## src/common/cip_pkg.sv

```systemverilog
/*
 shared constants for the card command engine: register map, command
 and parameter codes, status words, retry figures and engine states.
 assumes: referenced as cip_pkg:: by the engine, the code keeper and the bench, never imported.
*/
`default_nettype none
package cip_pkg;
	// register byte offsets on the apb window
	localparam logic [7:0] A_CMD = 8'h00;
	localparam logic [7:0] A_CTRL = 8'h04;
	localparam logic [7:0] A_STAT = 8'h08;
	localparam logic [7:0] A_ACC = 8'h0c;
	localparam logic [7:0] A_DATA0 = 8'h10;
	localparam logic [7:0] A_DATA1 = 8'h14;
	localparam logic [7:0] A_DATA2 = 8'h18;
	localparam logic [7:0] A_DATA3 = 8'h1c;
	localparam logic [7:0] A_RESP0 = 8'h20;
	localparam logic [7:0] A_RESP1 = 8'h24;
	localparam logic [7:0] A_REC0 = 8'h30;
	localparam logic [7:0] A_REC1 = 8'h34;
	localparam logic [7:0] A_REC2 = 8'h38;
	localparam logic [7:0] A_REC3 = 8'h3c;
	localparam int ADDR_SHIFT = 2; // byte address to word index
	localparam logic [3:0] STRB_ALL = 4'hf; // only whole-word writes
	// control register bit positions
	localparam int CTRL_GO = 0;
	localparam int CTRL_DIS = 1;
	// storage sizes
	localparam int N_DATA = 4; // command data words, 16 bytes
	localparam int N_RESP = 2; // response words
	localparam int N_REC = 4; // records of the cyclic file
	localparam logic [7:0] REC_LEN = 8'h04; // bytes per record
	// instruction and parameter codes
	localparam logic [7:0] INS_INC = 8'h32;
	localparam logic [7:0] INS_VERIFY = 8'h20;
	localparam logic [7:0] INS_CHANGE = 8'h24;
	localparam logic [7:0] TAG_INC = 8'h84;
	localparam logic [7:0] P2_INC = 8'h00;
	localparam logic [7:0] P1_CUR_FILE = 8'h00;
	localparam logic [7:0] P1_SHORT_ID_HDR = 8'h80;
	localparam logic [7:0] P1_CODE = 8'h00;
	localparam logic [7:0] QUAL_RFU = 8'h60; // must read zero
	localparam logic [7:0] QUAL_REF = 8'h1f; // key reference number
	localparam logic [7:0] LC_EMPTY = 8'h00;
	localparam logic [7:0] LC_VERIFY = 8'h08;
	localparam logic [7:0] LC_CHANGE = 8'h10;
	localparam logic [7:0] LC_INC_LIM = 8'h80;
	// secret code store
	localparam logic [1:0] RETRY_INIT = 2'h3;
	localparam logic [63:0] CODE_RESET = 64'h3132333435363738; // arbitrary
	// status words
	localparam logic [15:0] SW_OK = 16'h9000;
	localparam logic [15:0] SW_LEFT = 16'h63c0;
	localparam logic [15:0] SW_BLOCKED = 16'h6983;
	localparam logic [15:0] SW_SEC = 16'h6982;
	localparam logic [15:0] SW_DISABLED = 16'h6984;
	localparam logic [15:0] SW_NO_INC = 16'h6581;
	localparam logic [15:0] SW_WRONG_LEN = 16'h6700;
	localparam logic [15:0] SW_BAD_P = 16'h6b00;
	localparam logic [15:0] SW_REF_NF = 16'h6a88;
	localparam logic [15:0] SW_FILE_NF = 16'h6a82;
	localparam logic [15:0] SW_INS_BAD = 16'h6d00;
	// engine states
	typedef enum logic [1:0] {ST_IDLE, ST_EXEC, ST_CODE} cip_state_t;
endpackage
`default_nettype wire

```

## src/verilog/cip_code_keeper.sv

```systemverilog
/*
 secret code store with its retry counter and blocked flag.
 assumes: chk is a one-cycle pulse with given and fresh held stable;
 its state stands for the card's persistent store.
*/
`timescale 1ns/1ns
`default_nettype none
module cip_code_keeper (
	input wire logic pclk,
	input wire logic presetn,
	input wire logic ce,
	input wire logic chk,
	input wire logic chg,
	input wire logic [63:0] given,
	input wire logic [63:0] fresh,
	output logic done,
	output logic match,
	output logic blocked,
	output logic [1:0] retries
);
	// all keeper state
	typedef struct packed {
		logic [63:0] ref_code; // stored reference
		logic [1:0] retries; // attempts left
		logic blocked; // code locked out
		logic done; // check finished pulse
		logic match; // last check result
	} cip_keep_t;

	localparam cip_keep_t KEEP_RST = '{
		ref_code: cip_pkg::CODE_RESET,
		retries: cip_pkg::RETRY_INIT,
		default: '0
	};

	cip_keep_t q;
	cip_keep_t d;

	// compare, count and store
	always_comb begin
		d = q;
		d.done = 1'b0;
		if (chk && !q.blocked) begin
			d.done = 1'b1;
			d.match = given == q.ref_code;
			if (d.match) begin
				d.retries = cip_pkg::RETRY_INIT;
				if (chg) begin
					d.ref_code = fresh;
				end
			end else begin
				// count down, the value is left unchanged
				d.retries = q.retries - 2'h1;
				d.blocked = q.retries == 2'h1;
			end
		end
	end

	// state register, frozen while ce is low
	always_ff @(posedge pclk or negedge presetn) begin
		if (!presetn) begin
			q <= KEEP_RST;
		end else if (ce) begin
			q <= d;
		end
	end

	assign done = q.done;
	assign match = q.match;
	assign blocked = q.blocked;
	assign retries = q.retries;
endmodule // cip_code_keeper
`default_nettype wire

```

## src/verilog/cip_core.sv

```systemverilog
/*
 cip_core: card command engine for increase on a cyclic file, code
 verification and code change, reached over an apb register window.
 assumes: one clock pclk, async active-low presetn, ce freezes all
 state; software loads command and data words, then sets go.
*/
// Implementation choices: the APB interface to the registers and the placing of the registers.
// Operation
// - increase adds value to newest record, stores oldest
// - written record becomes record 1
// - increase needs tag 84 with ins 32, condition met
// - no increase when sum exceeds all-ff record
// - p2 zero, p1 current file or short id
// - length 1 to 127, records up to 127; code takes length 1 to 4, records of 4 bytes
// - response is new record then added value
// - verified status holds on every channel
// - verify only when code enabled and unblocked
// - match reloads attempts counter to 3
// - mismatch decrements counter on any channel
// - third mismatch blocks code, status 63c0
// - verify on blocked code answers 6983
// - blocked code keeps dependent conditions unmet
// - empty verify reports attempts left as 63cx
// - failed verify reports attempts left as 63cx
// - qualifier b8 picks global or specific; zero refused
// - qualifier b7 b6 zero, reference 01 to 1f
// - changed code takes effect on all channels
// - change only when enabled, unblocked; old and new
// - old matches: reload counter, store new code
// - old mismatches: decrement, keep, block after three
// - change carries sixteen bytes, old then new
`timescale 1ns/1ns
`default_nettype none
module cip_core (
	input wire logic pclk,
	input wire logic presetn,
	input wire logic ce,
	input wire logic psel,
	input wire logic penable,
	input wire logic pwrite,
	input wire logic [7:0] paddr,
	input wire logic [31:0] pwdata,
	input wire logic [3:0] pstrb,
	output logic pready,
	output logic pslverr,
	output logic [31:0] prdata
);
	// all engine state
	typedef struct packed {
		logic pready; // apb answer
		logic pslverr; // apb error
		logic [31:0] prdata; // apb read data
		logic [7:0] ins; // command instruction
		logic [7:0] p1; // first parameter
		logic [7:0] p2; // second parameter
		logic [7:0] lc; // data length
		logic dis; // code disabled
		logic [7:0] tag; // access rule mode tag
		logic [7:0] rins; // access rule instruction
		logic need; // rule asks for verified code
		logic [4:0] short_file_id; // file's own short id
		logic [7:0] keyref; // qualifier of the code
		logic [cip_pkg::N_DATA-1:0][31:0] data; // command data
		logic [cip_pkg::N_RESP-1:0][31:0] resp; // response data
		logic [cip_pkg::N_REC-1:0][31:0] rec; // cyclic records
		logic [1:0] cur; // index of record 1
		logic [15:0] sw; // last status word
		logic [7:0] rlen; // response length in bytes
		logic busy; // command running
		logic verified; // shared security status
		logic chk; // keeper check pulse
		cip_pkg::cip_state_t st; // engine state
	} cip_core_t;

	cip_core_t q;
	cip_core_t d;
	logic kp_done; // keeper finished
	logic kp_match; // keeper result
	logic kp_blocked; // code locked out
	logic [1:0] kp_retries; // attempts left
	logic [1:0] didx; // data word index
	logic [1:0] ridx; // record number minus one
	logic sidx; // response word index
	logic [1:0] oldest; // index of oldest record
	logic [31:0] addv; // value to add, right aligned
	logic [32:0] sum; // sum with carry
	logic acc_ok; // increase rule fulfilled
	logic p1_ok; // file selection valid
	logic lc_ok; // increase length valid
	logic qual_ok; // code qualifier valid
	logic inc_go; // increase commits this cycle

	// code store with its retry counter
	cip_code_keeper u_keep (
		.pclk(pclk),
		.presetn(presetn),
		.ce(ce),
		.chk(q.chk),
		.chg(q.ins == cip_pkg::INS_CHANGE),
		.given({q.data[0], q.data[1]}),
		.fresh({q.data[2], q.data[3]}),
		.done(kp_done),
		.match(kp_match),
		.blocked(kp_blocked),
		.retries(kp_retries)
	);

	// address to word index
	assign didx = 2'((paddr - cip_pkg::A_DATA0) >> cip_pkg::ADDR_SHIFT);
	assign ridx = 2'((paddr - cip_pkg::A_REC0) >> cip_pkg::ADDR_SHIFT);
	assign sidx = 1'((paddr - cip_pkg::A_RESP0) >> cip_pkg::ADDR_SHIFT);

	// cyclic file: oldest sits just before record 1
	assign oldest = q.cur - 2'h1;
	assign addv = q.data[0] >> {3'(cip_pkg::REC_LEN) - q.lc[2:0], 3'h0};
	assign sum = {1'b0, q.rec[q.cur]} + {1'b0, addv};

	// increase checks
	assign p1_ok = q.p1 == cip_pkg::P1_CUR_FILE
		|| q.p1 == (cip_pkg::P1_SHORT_ID_HDR
		| {3'h0, q.short_file_id});
	assign lc_ok = q.lc != cip_pkg::LC_EMPTY
		&& q.lc < cip_pkg::LC_INC_LIM
		&& q.lc <= cip_pkg::REC_LEN;
	assign acc_ok = q.tag == cip_pkg::TAG_INC
		&& q.rins == cip_pkg::INS_INC
		&& (!q.need || (q.verified && !kp_blocked));
	assign inc_go = q.st == cip_pkg::ST_EXEC
		&& q.ins == cip_pkg::INS_INC && q.p2 == cip_pkg::P2_INC
		&& p1_ok && lc_ok && acc_ok && !sum[32];

	// qualifier: rfu bits clear, reference nonzero
	assign qual_ok = (q.p2 & cip_pkg::QUAL_RFU) == 8'h00
		&& (q.p2 & cip_pkg::QUAL_REF) != 8'h00;

	// next state: bus slave and command engine
	always_comb begin
		logic [1:0] pad;
		pad = 2'h0;
		d = q;
		d.chk = 1'b0;
		// access phase answered one cycle after it opens
		d.pready = psel && penable && !q.pready;
		if (psel && penable && !q.pready) begin
			d.pslverr = 1'b0;
			d.prdata = 32'h0;
			case (paddr)
				cip_pkg::A_CMD: begin
					d.prdata = {q.lc, q.p2, q.p1, q.ins};
				end
				cip_pkg::A_CTRL: begin
					d.prdata = {30'h0, q.dis, 1'b0};
				end
				cip_pkg::A_ACC: begin
					d.prdata = {q.keyref, 2'h0, q.short_file_id,
						q.need, q.rins, q.tag};
				end
				cip_pkg::A_DATA0, cip_pkg::A_DATA1,
				cip_pkg::A_DATA2, cip_pkg::A_DATA3: begin
					d.prdata = q.data[didx];
				end
				cip_pkg::A_STAT: begin
					d.prdata = {q.rlen, 3'h0, q.verified, kp_blocked,
						kp_retries, q.busy, q.sw};
					d.pslverr = pwrite; // read only
				end
				cip_pkg::A_RESP0, cip_pkg::A_RESP1: begin
					d.prdata = q.resp[sidx];
					d.pslverr = pwrite;
				end
				cip_pkg::A_REC0, cip_pkg::A_REC1,
				cip_pkg::A_REC2, cip_pkg::A_REC3: begin
					// read by record number, renumbered view
					d.prdata = q.rec[q.cur + ridx];
					d.pslverr = pwrite;
				end
				default: begin
					d.pslverr = 1'b1; // unmapped
				end
			endcase
			// partial writes and writes while busy refused
			if (pwrite && (pstrb != cip_pkg::STRB_ALL || q.busy)) begin
				d.pslverr = 1'b1;
			end
		end
		// a write lands on the edge that completes the transfer
		if (psel && penable && q.pready && pwrite && !q.pslverr) begin
			case (paddr)
				cip_pkg::A_CMD: begin
					{d.lc, d.p2, d.p1, d.ins} = pwdata;
				end
				cip_pkg::A_CTRL: begin
					d.dis = pwdata[cip_pkg::CTRL_DIS];
					if (pwdata[cip_pkg::CTRL_GO]) begin
						d.busy = 1'b1;
						d.st = cip_pkg::ST_EXEC;
					end
				end
				cip_pkg::A_ACC: begin
					{d.keyref, pad, d.short_file_id,
						d.need, d.rins, d.tag} = pwdata;
				end
				cip_pkg::A_DATA0, cip_pkg::A_DATA1,
				cip_pkg::A_DATA2, cip_pkg::A_DATA3: begin
					d.data[didx] = pwdata;
				end
				default: begin
				end
			endcase
		end
		// command engine
		case (q.st)
			cip_pkg::ST_EXEC: begin
				d.st = cip_pkg::ST_IDLE;
				d.busy = 1'b0;
				d.rlen = 8'h00;
				if (q.ins == cip_pkg::INS_INC) begin
					// increase, checks in priority order
					if (q.p2 != cip_pkg::P2_INC) begin
						d.sw = cip_pkg::SW_BAD_P;
					end else if (!p1_ok) begin
						d.sw = cip_pkg::SW_FILE_NF;
					end else if (!lc_ok) begin
						d.sw = cip_pkg::SW_WRONG_LEN;
					end else if (!acc_ok) begin
						d.sw = cip_pkg::SW_SEC;
					end else if (sum[32]) begin
						d.sw = cip_pkg::SW_NO_INC;
					end else begin
						d.rec[oldest] = sum[31:0];
						d.cur = oldest;
						d.resp[0] = sum[31:0];
						d.resp[1] = addv;
						d.rlen = cip_pkg::REC_LEN + q.lc;
						d.sw = cip_pkg::SW_OK;
					end
				end else if (q.ins == cip_pkg::INS_VERIFY
					|| q.ins == cip_pkg::INS_CHANGE) begin
					// code commands share the qualifier checks
					if (q.p1 != cip_pkg::P1_CODE || !qual_ok) begin
						d.sw = cip_pkg::SW_BAD_P;
					end else if (q.p2 != q.keyref) begin
						d.sw = cip_pkg::SW_REF_NF;
					end else if (kp_blocked) begin
						d.sw = cip_pkg::SW_BLOCKED;
					end else if (q.dis) begin
						d.sw = cip_pkg::SW_DISABLED;
					end else if (q.ins == cip_pkg::INS_VERIFY
						&& q.lc == cip_pkg::LC_EMPTY) begin
						// query only, nothing tested
						d.sw = cip_pkg::SW_LEFT | 16'(kp_retries);
					end else if (q.lc != (q.ins == cip_pkg::INS_VERIFY ?
						cip_pkg::LC_VERIFY : cip_pkg::LC_CHANGE)) begin
						d.sw = cip_pkg::SW_WRONG_LEN;
					end else begin
						d.chk = 1'b1;
						d.busy = 1'b1;
						d.st = cip_pkg::ST_CODE;
					end
				end else begin
					d.sw = cip_pkg::SW_INS_BAD;
				end
			end
			cip_pkg::ST_CODE: begin
				// status only after the counter is stored
				if (kp_done) begin
					d.st = cip_pkg::ST_IDLE;
					d.busy = 1'b0;
					// one flag for all channels
					d.verified = kp_match;
					d.sw = kp_match ? cip_pkg::SW_OK
						: cip_pkg::SW_LEFT | 16'(kp_retries);
				end
			end
			default: begin
			end
		endcase
	end

	// state register, frozen while ce is low
	always_ff @(posedge pclk or negedge presetn) begin
		if (!presetn) begin
			q <= '0;
		end else if (ce) begin
			q <= d;
		end
	end

	assign pready = q.pready;
	assign pslverr = q.pslverr;
	assign prdata = q.prdata;
endmodule // cip_core
`default_nettype wire
```

## config.mk

```make
export PLATFORM = sky130hd
export DESIGN_NAME = cip_core
export DESIGN_NICKNAME = d
export VERILOG_FILES = /design/src/common/cip_pkg.sv /design/src/verilog/cip_code_keeper.sv /design/src/verilog/cip_core.sv
export SDC_FILE = /design/constraint.sdc
export NUM_CORES = 1
export LEC_CHECK = 0
export BUFFER_PORTS_ARGS = -buffer_cell sky130_fd_sc_hd__buf_2
export CELL_PAD_IN_SITES_DETAIL_PLACEMENT = 0
export CELL_PAD_IN_SITES_GLOBAL_PLACEMENT = 1
export CORE_MARGIN = 2
export CORE_UTILIZATION = 30
export DETAILED_ROUTE_END_ITERATION = 6
export PLACE_DENSITY_LB_ADDON = 0.1
export SLEW_MARGIN = 20
export SYNTH_ARGS = -nofsm -noshare
export SYNTH_HDL_FRONTEND = slang
export SYNTH_HIERARCHICAL = 1
export SYNTH_SLANG_ARGS = --single-unit
```

## constraint.sdc

```tcl
create_clock -name pclk -period 4.6 [get_ports pclk]
set_input_delay 0.69 -clock pclk [delete_from_list [all_inputs] [get_ports pclk]]
set_output_delay 0.69 -clock pclk [all_outputs]
set_load 0.02 [all_outputs]
```

==> summary.md <==
| Metric | Value |
|---|---|
| Worst-Margin Slew | `1.02 ns` |
| Post-route ant nets | `0` |
| CTS tree | `done` |
| Primary flip-flop cell chosen by synthesis mapping | `dfrtp_1` |
| Max Slew Vio Count | `0` |
| Most frequent CP cell | `a211oi_1` |
| Buffers & Inverters on Critical Path | `1` |
| Setup ws final | `0.278 ns` |
| Drt first pass iters | `6` |
| P&R area growth vs syn | `16.3%` |
| Worst-path clk slew | `0.06 ns` |
| Overall power | `10.4 mW` |
| Initial antenna violation count | `8` |
| WP data arrival | `4.81 ns` |
| Worst hold slack | `0.0805 ns` |
| Initial Util | `0.303` |
| Minimum clock period after layout | `4.32 ns` |
| Status | `finished clean` |
| DRC viols | `0` |
| Sequential area share after synthesis | `0.481` |
| Number of clock sinks | `513` |
| EDFF count, synth | `0` |
| Final cell count without fillers | `3509` |
| Post-synthesis cell type count | `73` |
| Routed len/inst | `28.4 um` |
| Post-synthesis cell area | `26800 um^2` |
| Post-DP HPWL | `73200 um` |
| PortBufs | `83` |
| Die span in x | `303 um` |
| Clk buf depth | `3` |
| CP max stage cell | `mux2i_1` |
| Core area | `88400 um^2` |
| Syn nets | `2304` |
| Place WS | `-0.139 ns` |
| Yosys reg bits | `513` |
| Row cnt | `109` |
| Ys Warns | `6` |
| FF-to-FF End | `q[57]` |
| Post-route cell area | `31100 um^2` |
| Util after Layout | `0.352` |
| Headroom to the max-slew limit | `0.316` |
| GR Util All Layers | `0.218` |
| Nets | `2387` |
| Worst skew pair latency | `0.65 ns` |
| Starting DRT DRC Count | `1430` |
| Die footprint | `91600 um^2` |
| Worst setup path category | `reg -> reg` |
| Final setup fails | `0` |
| Root Buffer Master | `clkbuf_16` |
| R2R setup slack | `0.28 ns` |
| Via count | `18800` |
| CTS buffer count | `61` |
| Dpl cells | `3391` |
| Total gr overflow | `0` |
| Final Skew | `0.0347 ns` |
| Final wirelength | `99600 um` |
| Leakage | `14.5 nW` |
| Hold buffers post-CTS | `0` |
| Max Cap Viol | `0` |
| DP Area | `28800 um^2` |
| Req. time, crit path | `5.09 ns` |
| H-tree Lvls | `2` |
| First-pass GRT wire length | `144000 um` |
| Share of layout cells above drive strength 1 | `0.318` |
| RR Startpoint | `q[382]` |
| Worst-path cell chain | `buf_4 > mux2i_1 > a211oi_1 > ha_1 > nand4_1 > nor2_1 > o31ai_4 > a211oi_1 > a211oi_1 > o211ai_1 > o21ai_1` |
| Total negative setup slack | `0 ns` |
| Pin count of the biggest net entering global routing | `102` |
| Mean Syn Cell Area | `12.1 um^2` |
| Final period utilization | `0.940` |
| Worst Reg2Reg Path Length in Cells | `11` |
| Delay-heaviest family, CP | `compound AO/OA/AOI/OAI gates` |
| Worst VDD drop | `0.000310 V` |
| Highest attainable clock frequency | `231 MHz` |
| Gpl congestion | `0.893` |
| Vias in the first global route | `19400` |
| Avg Vias per Cell | `5.34` |
| Synth async-reset ratio | `1.00` |
| Worst hold path type | `in -> async` |
| Gate Count Post-Synth | `2208` |
| Crit end category | `register` |
| RSZ-0062 raised after global routing | `false` |
| Chip height | `303 um` |
| PD cells | `333 nW/um^2` |
| I/O pin total | `84` |
| Critical-path maximum fanout | `11` |
| Final Hold Viols | `0` |
| Crit start category | `register` |
| CP max stage delay | `0.83 ns` |
worst max path at each step:
stage,from,end,depth (start not counted)
finish,q[382],q[57],11
global route,q[383],q[156],15
CTS,q[382],q[146],15
detailed placement,q[382],q[58],16
global placement,q[382],q[154],16
floorplan,q[382],q[198],18
synthesized netlist by cell type (6+ instances only):
cell type | n | area, um^2
buf_1 | 22 | 82.6
mux2_2 | 225 | 2530
a21o_1 | 15 | 113
mux2i_1 | 23 | 230
a21oi_1 | 57 | 285
ha_1 | 45 | 563
nand4_1 | 14 | 87.6
nor3_1 | 20 | 100
a22o_1 | 36 | 315
xnor2_1 | 29 | 254
buf_2 | 18 | 90.1
mux2_4 | 60 | 901
xor2_1 | 78 | 683
and2_1 | 20 | 125
dfrtp_1 | 482 | 12100
nor2b_1 | 14 | 87.6
nor4_1 | 25 | 156
nand3_1 | 21 | 105
and3_1 | 8 | 50.1
o21ai_0 | 76 | 380
a222oi_1 | 52 | 521
a211oi_1 | 21 | 158
nand2_1 | 235 | 882
mux2_1 | 39 | 439
buf_4 | 35 | 263
mux4_2 | 96 | 2160
inv_1 | 28 | 105
nor2_1 | 61 | 229
buf_12 | 7 | 140
nand2b_1 | 9 | 56.3
clkbuf_1 | 86 | 323
dfstp_2 | 31 | 815
o21ai_1 | 115 | 576
nor4b_1 | 6 | 52.6
a31oi_1 | 10 | 62.6
cell families after synthesis:
family / after synthesis / synth area share
AND/OR/NAND/NOR: 468 / 0.0835
adder cells (fa/ha/maj): 46 / 0.0218
buffers and inverters: 197 / 0.0377
flip-flops: 513 / 0.481
AO/OA/AOI/OAI: 434 / 0.106
multiplexers: 443 / 0.234
XOR/XNOR: 107 / 0.0350
where the power goes:
| part | switching, mW | internal, mW |
|---|---|---|
| combinational | 0.233 | 0.0798 |
| sequential | 0.0121 | 4.52 |
| clock | 2.10 | 3.42 |
| total | 2.34 | 8.02 |
cells in the final DEF (no fill, tap or decap), drive strengths merged, types with 5 or more instances in the layout:
| cell type | count |
|---|---|
| nor2 | 61 |
| o21ai | 191 |
| clkbuf | 88 |
| mux2 | 324 |
| a31oi | 10 |
| nor3 | 20 |
| and2 | 20 |
| nand2b | 9 |
| a22oi | 5 |
| nand3 | 26 |
| mux2i | 23 |
| or3 | 5 |
| and3 | 9 |
| nand4 | 14 |
| xnor2 | 29 |
| bufinv | 12 |
| nor4 | 26 |
| a222oi | 52 |
| nor2b | 14 |
| or2 | 6 |
| a21oi | 57 |
| nor4b | 7 |
| o211ai | 6 |
| o21bai | 5 |
| a21o | 15 |
| xor2 | 78 |
| inv | 29 |
| nand2 | 235 |
| clkinv | 14 |
| dfstp | 31 |
| ha | 45 |
| a22o | 36 |
| mux4 | 96 |
| dfrtp | 482 |
| a211oi | 21 |
| buf | 188 |
metal layers:
layer	up-vias	GRT usage	wire length (um)
li1	8342	-	-
met1	9841	0.307	46000
met2	446	0.347	46300
met3	117	0.0373	4750
met4	4	0.0548	2470
met5	-	0	24
flip-flops by register name, indices dropped and copies added (netlist names):
signal / cells
q: 410
pslverr: 1
u_keep/done: 1
u_keep/match: 1
u_keep/q: 64
u_keep/blocked: 1
prdata: 32
pready: 1
u_keep/retries: 2
cell type report:
cell class	count	area, um^2
Fill cell	8747	57200
Multi-Input combinational cell	1498	13000
Sequential cell	513	12900
Clock buffer	87	1810
Tap cell	1165	1460
Timing Repair Buffer	189	1400
Clock inverter	28	494
Inverter	28	105
Antenna cell	1	2.50
repair_timing:
action                     CTS  global route
gates cloned                 0             1
setup endpoints to repair   10            63
resized for setup            2             6
buffers inserted             0             1
pin swaps                    0             0
Power figures use the tool's default switching activity.
